[src/design/smcm_defines.svh]
// Constants for the static memory chip-select mode logic.
// Assumes inclusion by bare name from design files.
`ifndef SMCM_DEFINES_SVH
`define SMCM_DEFINES_SVH

// ----------------------------------------------------------------
// Mode word field positions
// ----------------------------------------------------------------
`define SMCM_DF_CYC_MSB      19
`define SMCM_DF_CYC_LSB      16
`define SMCM_DF_OPT_BIT      20
`define SMCM_BUS_WIDTH_BIT   12
`define SMCM_BYTE_KIND_BIT   8
`define SMCM_WAIT_MSB        5
`define SMCM_WAIT_LSB        4
`define SMCM_WR_CTRL_BIT     1
`define SMCM_MODE_RESET      32'h0000_0000

// ----------------------------------------------------------------
// Counts and encodings
// ----------------------------------------------------------------
`define SMCM_CNT_W           6
`define SMCM_DF_W            4
`define SMCM_WAIT_OFF        2'h0
`define SMCM_WAIT_FROZEN     2'h2
`define SMCM_WAIT_READY      2'h3
`define SMCM_TURNAROUND      5'h01

`endif

[src/design/smcm_pkg.sv]
// Types for the static memory chip-select mode logic.
// Assumes the defines header is available on the include path.
package smcm_pkg;

   typedef struct packed {
      logic [5:0] setup;
      logic [5:0] pulse;
      logic [5:0] hold;
   } smcm_timing_t;

   typedef struct packed {
      logic       cs_n;
      logic       rd_n;
      logic       wr_n;
      logic       bs_lo_n;
      logic       bs_hi_n;
      logic       bw_lo_n;
      logic       bw_hi_n;
   } smcm_strobes_t;

   typedef enum logic [2:0] {
      SMCM_IDLE,
      SMCM_SETUP,
      SMCM_PULSE,
      SMCM_READY_WAIT,
      SMCM_HOLD,
      SMCM_FLOAT
   } smcm_state_t;

endpackage : smcm_pkg

[src/design/smcm_wait_sync.sv]
// Two-stage synchroniser for the external wait input.
// Assumes a single clock domain; reset value is released (high).
`timescale 1ns/1ps
`default_nettype none

module smcm_wait_sync (
   input  wire logic clk_sys_i,
   input  wire logic sys_rst_i,
   input  wire logic async_n_i,
   output logic      sync_n_o
);
   logic meta_reg;
   logic sync_reg;

   always_ff @(posedge clk_sys_i or posedge sys_rst_i) begin
      if (sys_rst_i) begin
         meta_reg <= 1'b1;
         sync_reg <= 1'b1;
      end else begin
         meta_reg <= async_n_i;
         sync_reg <= meta_reg;
      end
   end

   assign sync_n_o = sync_reg;
endmodule // smcm_wait_sync

`default_nettype wire

[src/design/smcm_float_timer.sv]
// Data-float down counter with the extra turnaround cycle.
// Assumes load is a one-cycle pulse at the end of a read.
`timescale 1ns/1ps
`default_nettype none
`include "smcm_defines.svh"

module smcm_float_timer (
   input  wire logic                   clk_sys_i,
   input  wire logic                   sys_rst_i,
   input  wire logic                   load_i,
   input  wire logic [`SMCM_DF_W-1:0]  cycles_i,
   input  wire logic                   consume_i,
   output logic                        busy_o,
   output logic [4:0]                  left_o
);
   logic [4:0] cnt_reg;
   logic [4:0] cnt_next;
   wire  [4:0] load_val = {1'b0, cycles_i} + `SMCM_TURNAROUND;

   assign cnt_next = load_i ? load_val :
                     (consume_i && cnt_reg != 5'h00) ? cnt_reg - 5'h01 : cnt_reg;

   always_ff @(posedge clk_sys_i or posedge sys_rst_i) begin
      if (sys_rst_i) cnt_reg <= 5'h00;
      else           cnt_reg <= cnt_next;
   end

   assign busy_o = (cnt_reg != 5'h00);
   assign left_o = cnt_reg;
endmodule // smcm_float_timer

`default_nettype wire

[src/design/smcm_chip_select.sv]
// Per-chip-select access sequencer: bus width, byte strobes,
// data-float turnaround and external wait handling.
// Assumes inputs synchronous to clk_sys_i except ext_wait_n_i.
//
// Summary of operation
// - No optimization: full float before next access
// - Optimization: float overlaps next setup phase
// - Float count is bits 19:16, 0..15
// - One extra turnaround cycle after float
// - Bus blocked float plus one after read
// - Bit 12: 0 is 8-bit, 1 16-bit
// - Byte kind only honoured on 16-bit bus
// - Kind 0: strobe plus a byte select for each selected lane
// - Kind 1: per-byte write strobes, plain read
// - Wait sampled only during strobe pulse
// - Wait mode 0 ignores wait input
// - Mode 2 freezes cycle while wait low
// - Mode 3 extends pulse end until ready
// - Write control 0: chip select times write
`timescale 1ns/1ps
`default_nettype none
`include "smcm_defines.svh"

module smcm_chip_select
   import smcm_pkg::*;
(
   input  wire logic          clk_sys_i,
   input  wire logic          sys_rst_i,
   input  wire logic [31:0]   mode_i,
   input  wire smcm_timing_t  rd_tim_i,
   input  wire smcm_timing_t  wr_tim_i,
   input  wire logic          req_i,
   input  wire logic          req_write_i,
   input  wire logic [1:0]    req_bytes_i,
   input  wire logic          ext_wait_n_i,
   output logic               req_ready_o,
   output logic               done_o,
   output logic               bus_blocked_o,
   output logic               wide_bus_o,
   output smcm_strobes_t      strobes_o
);
   // ----------------------------------------------------------------
   // Mode decode
   // ----------------------------------------------------------------
   wire [3:0] df_cycles = mode_i[`SMCM_DF_CYC_MSB:`SMCM_DF_CYC_LSB];
   wire       df_opt    = mode_i[`SMCM_DF_OPT_BIT];
   wire       wide      = mode_i[`SMCM_BUS_WIDTH_BIT];
   wire       byte_kind = wide & mode_i[`SMCM_BYTE_KIND_BIT];
   wire [1:0] wait_mode = mode_i[`SMCM_WAIT_MSB:`SMCM_WAIT_LSB];
   wire       wr_by_cs  = ~mode_i[`SMCM_WR_CTRL_BIT];

   // ----------------------------------------------------------------
   // State
   // ----------------------------------------------------------------
   smcm_state_t  state_reg;
   smcm_state_t  state_next;
   logic [5:0]   cnt_reg;
   logic [5:0]   cnt_next;
   logic         wr_reg;
   logic [1:0]   bytes_reg;
   logic         done_reg;
   smcm_strobes_t strb_reg;
   smcm_strobes_t strb_next;
   logic         wait_n_s;
   logic         df_busy;
   logic [4:0]   df_left;

   smcm_wait_sync u_sync (
      .clk_sys_i (clk_sys_i),
      .sys_rst_i (sys_rst_i),
      .async_n_i (ext_wait_n_i),
      .sync_n_o  (wait_n_s)
   );

   smcm_timing_t tim;
   assign tim = wr_reg ? wr_tim_i : rd_tim_i;
   smcm_timing_t req_tim;
   assign req_tim = req_write_i ? wr_tim_i : rd_tim_i;

   wire read_end   = (state_reg == SMCM_HOLD) && (cnt_reg == 6'h00) && !wr_reg;
   wire in_float   = (state_reg == SMCM_FLOAT);

   // Float counter runs down whenever it is pending; setup phase counts too
   smcm_float_timer u_float (
      .clk_sys_i (clk_sys_i),
      .sys_rst_i (sys_rst_i),
      .load_i    (read_end),
      .cycles_i  (df_cycles),
      .consume_i (1'b1),
      .busy_o    (df_busy),
      .left_o    (df_left)
   );

   // Optimized start allowed if remaining float fits inside next setup
   wire fits_setup = ({1'b0, df_left} <= req_tim.setup);
   wire may_start  = !df_busy || (df_opt && fits_setup);

   // Wait handling only inside the pulse phase
   wire in_pulse    = (state_reg == SMCM_PULSE);
   wire freeze      = in_pulse && (wait_mode == `SMCM_WAIT_FROZEN)
                      && !wait_n_s;
   wire ready_mode  = (wait_mode == `SMCM_WAIT_READY);
   // Mode 0 and reserved mode 1 leave the wait input unused
   wire wait_used   = (wait_mode == `SMCM_WAIT_FROZEN) || ready_mode;

   assign req_ready_o   = (state_reg == SMCM_IDLE) && may_start;
   assign bus_blocked_o = df_busy;
   assign wide_bus_o    = wide;
   assign done_o        = done_reg;
   assign strobes_o     = strb_reg;

   // ----------------------------------------------------------------
   // Sequencer
   // ----------------------------------------------------------------
   always_comb begin
      state_next = state_reg;
      cnt_next   = cnt_reg;
      case (state_reg)
         SMCM_IDLE: begin
            if (req_i && may_start) begin
               state_next = SMCM_SETUP;
               cnt_next   = req_tim.setup;
            end
         end
         SMCM_SETUP: begin
            if (cnt_reg == 6'h00) begin
               state_next = SMCM_PULSE;
               cnt_next   = tim.pulse;
            end else begin
               cnt_next = cnt_reg - 6'h01;
            end
         end
         SMCM_PULSE: begin
            if (wait_used && freeze) begin
               cnt_next = cnt_reg;
            end else if (cnt_reg != 6'h00) begin
               cnt_next = cnt_reg - 6'h01;
            end else if (wait_used && ready_mode && !wait_n_s) begin
               state_next = SMCM_READY_WAIT;
            end else begin
               state_next = SMCM_HOLD;
               cnt_next   = tim.hold;
            end
         end
         SMCM_READY_WAIT: begin
            if (wait_n_s) begin
               state_next = SMCM_HOLD;
               cnt_next   = tim.hold;
            end
         end
         SMCM_HOLD: begin
            if (cnt_reg != 6'h00) begin
               cnt_next = cnt_reg - 6'h01;
            end else if (!wr_reg) begin
               state_next = SMCM_FLOAT;
            end else begin
               state_next = SMCM_IDLE;
            end
         end
         SMCM_FLOAT: begin
            // Float timer loaded on leaving hold; idle handles the gap
            state_next = SMCM_IDLE;
         end
         default: begin
            state_next = SMCM_IDLE;
            cnt_next   = 6'h00;
         end
      endcase
   end

   // ----------------------------------------------------------------
   // Strobe generation
   // ----------------------------------------------------------------
   wire active    = (state_next == SMCM_SETUP) || (state_next == SMCM_PULSE) ||
                    (state_next == SMCM_READY_WAIT) || (state_next == SMCM_HOLD);
   wire strobing  = (state_next == SMCM_PULSE) || (state_next == SMCM_READY_WAIT);
   wire is_wr     = (state_reg == SMCM_IDLE) ? req_write_i : wr_reg;
   wire [1:0] bsel = (state_reg == SMCM_IDLE) ? req_bytes_i : bytes_reg;
   wire [1:0] lanes = wide ? bsel : 2'h1;
   // Write timed by chip select: select only spans the pulse
   wire cs_on    = (is_wr && wr_by_cs) ? strobing : active;

   always_comb begin
      strb_next         = '1;
      strb_next.cs_n    = ~cs_on;
      if (!byte_kind) begin
         strb_next.rd_n    = ~(strobing & ~is_wr);
         strb_next.wr_n    = ~(strobing & is_wr);
         strb_next.bs_lo_n = ~(active & lanes[0]);
         strb_next.bs_hi_n = ~(active & lanes[1] & wide);
      end else begin
         strb_next.rd_n    = ~(strobing & ~is_wr);
         strb_next.bw_lo_n = ~(strobing & is_wr & lanes[0]);
         strb_next.bw_hi_n = ~(strobing & is_wr & lanes[1]);
      end
   end

   always_ff @(posedge clk_sys_i or posedge sys_rst_i) begin
      if (sys_rst_i) begin
         state_reg <= SMCM_IDLE;
         cnt_reg   <= 6'h00;
         wr_reg    <= 1'b0;
         bytes_reg <= 2'h0;
         done_reg  <= 1'b0;
         strb_reg  <= '1;
      end else begin
         state_reg <= state_next;
         cnt_reg   <= cnt_next;
         strb_reg  <= strb_next;
         done_reg  <= (state_reg == SMCM_HOLD) && (state_next != SMCM_HOLD);
         if (state_reg == SMCM_IDLE && state_next == SMCM_SETUP) begin
            wr_reg    <= req_write_i;
            bytes_reg <= req_bytes_i;
         end
      end
   end

   wire unused_ok = in_float;
endmodule // smcm_chip_select

`default_nettype wire

[config.mk]
export PLATFORM = sky130hd
export DESIGN_NAME = smcm_chip_select
export DESIGN_NICKNAME = d
export VERILOG_FILES = /design/src/design/smcm_pkg.sv /design/src/design/smcm_wait_sync.sv /design/src/design/smcm_float_timer.sv /design/src/design/smcm_chip_select.sv
export VERILOG_INCLUDE_DIRS = /design/src /design/src/design
export SDC_FILE = /design/constraint.sdc
export NUM_CORES = 1
export LEC_CHECK = 0
export BUFFER_PORTS_ARGS = -buffer_cell sky130_fd_sc_hd__buf_2
export CAP_MARGIN = 20
export CORE_UTILIZATION = 48
export DETAILED_ROUTE_END_ITERATION = 6
export GPL_ROUTABILITY_DRIVEN = 0
export PLACE_DENSITY_LB_ADDON = 0.3
export SLEW_MARGIN = 20
export SYNTH_ARGS = -nofsm -noshare
export SYNTH_HDL_FRONTEND = slang
export SYNTH_SLANG_ARGS = --single-unit
[constraint.sdc]
create_clock -name clk_sys_i -period 2.6 [get_ports clk_sys_i]
set_input_delay 0.52 -clock clk_sys_i [delete_from_list [all_inputs] [get_ports clk_sys_i]]
set_output_delay 0.52 -clock clk_sys_i [all_outputs]
set_load 0.02 [all_outputs]
==> out/metrics.yaml <==
outcome:
  status: "finished with violations"
  violations: "setup timing"
worst_setup_path:
  r2r_slack_ps: 190
  crit_type: "in2out"
  crit_start: "req_write_i"
  start_kind: "input pin"
  r2r_start: "cnt_reg[0]"
  cp.arrival_ps: 2100
  worstPathRequired_ps: 2080
  cp-end-kind: "output pin"
  cp_max_fo: 6
synth:
  synth_top_family_by_area: "simple AND/OR/NAND/NOR gates"
  syn-cell-area_um2: 1970
  avgSynthCellArea_um2: 9.18
  synth_fa_ha_area_frac: 0.0507
  synthSimpleGateAreaFrac: 0.220
  syn_inst: 215
  synthMuxAreaShare: 0.134
  synth_nets: 298
  synth_edf_count: 0
  synthXorXnorAreaFrac: 0.0177
  yosysWarnings: 0
  yosysUniqueCellTypes: 57
  synth_top_flop_cell: "dfrtp_1"
  ys_seq_area_frac: 0.348
  synth-compound-area-share: 0.190
  synth_seq_cells: 27
  async_flop_share: 1.00
cts:
  clk_path_buf_depth: 2
  clk_latency_ps: 280
  cts_tree: "built"
  htree_levels: 1
  cts_made_buffers: 3
  cts.hold.buffers_added: 0
  clockRootBuffer: "clkbuf_8"
  clk_pin_slew_ps: 100
  numClockSinks: 27
timing:
  min_period_ps: 2620
  relSlewSlack: 0.451
  rsz0062_at_grt: "true"
  slew_violations: 0
  period_share: 1.01
  whs_ps: 331
  finalHoldViolCount: 0
  tightest_slew_ps: 823
  layout_setup_ws_ps: -18.4
  clock.fmax_mhz: 382
  setup_violations: 1
  finalClockSkew_ps: 4.15
power:
  p_per_area_nw_per_um2: 1110
  p_leak_uw: 0.00118
  p_clk_frac: 0.088
  p_comb_frac: 0.609
  power_frac_seq: 0.303
  power.internal_uw: 1580
  power.switching_uw: 1300
  ir_drop_mv: 0.814
  swShare: 0.452
place:
  port_buffers: 63
  dp.final_hpwl_um: 3700
drt:
  viasPerCell: 5.48
  via_count: 1881
  wire_per_inst_um: 14.5
  drc_errors: 0
  drt-initial-drc-count: 76
  postRouteAntennaNets: 0
  totalWireLength_um: 4970
  first_pass_iters: 4
grt:
  grt_max_degree: 22
  grtUsageTotal: 0.250
  grt_pass1_vias: 1853
  grt_pass1_wl_um: 8260
  antenna_found_initial: 0
  overflow: 0
floorplanning:
  row_count: 22
  core_um2: 3800
  fp.dieW_um: 66.1
  die_h_um: 66.1
  ioPinCount: 86
  initial_core_util: 0.520
  dieArea_um2: 4370
final_layout:
  final_common_cell: "buf_2"
  nets: 379
  diodes: 0
  syn2layout_area_growth_pct: 31.0
  finish.utilization: 0.681
  drive_gt1_frac: 0.420
  multi_input_area_um2: 1270
  seqCellArea_um2: 687
  most-common-layout-cells: "buf_2, nor2_1, buf_4"
  largest_reg_flops: 7
  n_fill_cell: 325
flow_run:
  maxCapViolCount: 0
worst_hold_path:
  worstHoldStart: "ext_wait_n_i"
  hp-class: "in2reg"
critical path, cell delays in order:
cell and delay (ps):
buf_6 120, mux2i_2 250, ha_1 280, and3_1 190, a311oi_2 330, o21a_1 210
nor3_2 50, buf_4 160
repair_timing:
item | in CTS | in global routing
buffers inserted | 2 | 2
gates resized for setup | 10 | 1
endpoints found under the setup margin | 1 | 9
gates cloned | 0 | 0
pin swaps | 0 | 3
logic make-up after synthesis:
logic type,count (synthesis)
xor gates and xnor gates,4
and+or+nand+nor,79
DFF,27
buffers and inverters,18
AOI/OAI and AO/OA,54
muxes,25
adders and majority gates,8
synthesized netlist by cell type (all sizes together), types with 3 or more instances:
| library cell | n | share of area |
|---|---|---|
| a211oi | 5 | 0.022 |
| a21oi | 13 | 0.035 |
| buf | 7 | 0.018 |
| dfrtp | 18 | 0.23 |
| dfstp | 9 | 0.12 |
| ha | 8 | 0.051 |
| inv | 9 | 0.017 |
| mux2 | 12 | 0.068 |
| mux2i | 13 | 0.066 |
| nand2 | 15 | 0.029 |
| nand2b | 4 | 0.013 |
| nand3 | 3 | 0.0076 |
| nor2 | 24 | 0.049 |
| nor2b | 3 | 0.0095 |
| nor3 | 14 | 0.046 |
| nor3b | 4 | 0.018 |
| o21ai | 15 | 0.040 |
| xor2 | 3 | 0.013 |
metrics by stage:
| stage | setup slack, ps | power, uW | cells | setup TNS, ps | cell area [um2] |
|---|---|---|---|---|---|
| after global placement | -190 | 2460 | 335 | -1560 | 2450 |
| final | -18.4 | 2880 | 343 | -18.4 | 2590 |
| after detailed placement | -213 | 2510 | 335 | -1810 | 2450 |
| after CTS | 17.7 | 2820 | 341 | 0 | 2570 |
| after global routing | -120 | 3120 | 343 | -171 | 2590 |
| after floorplan | -14.6 | 2030 | 215 | -29.3 | 1980 |
layer usage:
metal,track usage,vias up,share of wire
met5,0,-,0
met4,0.0559,0,0.013
met3,0.0483,6,0.036
met2,0.454,40,0.51
met1,0.302,892,0.44
li1,-,943,-
final timing paths:
| check | to | cells after the start |
|---|---|---|
| setup / recovery | req_ready_o | 8 |
| hold / removal | u_sync.meta_reg | 1 |
| setup reg to reg | strobes_o[3] | 7 |
| hold reg to reg | u_sync.sync_n_o | 0 |
| max in group asynchronous | strobes_o[4] | 3 |
| min in group asynchronous | u_float.left_o[0] | 2 |
layout make-up:
cell class | instances | area share
Tap cell | 48 | 0.0232
Inverter | 9 | 0.0131
Timing Repair Buffer | 85 | 0.189
Multi-Input combinational cell | 170 | 0.490
Sequential cell | 27 | 0.266
Clock buffer | 3 | 0.0160
Clock inverter | 1 | 0.00339
power by group through the flow:
| stage | sequential [uW] | clock (uW) | combinational, uW |
|---|---|---|---|
| detailed placement | 873 | 0 | 1630 |
| CTS | 869 | 263 | 1690 |
| global route | 901 | 278 | 1940 |
| global placement | 864 | 0 | 1590 |
| floorplan | 768 | 0 | 1260 |
| finish | 871 | 253 | 1750 |
(Power assumes the default switching activity.)
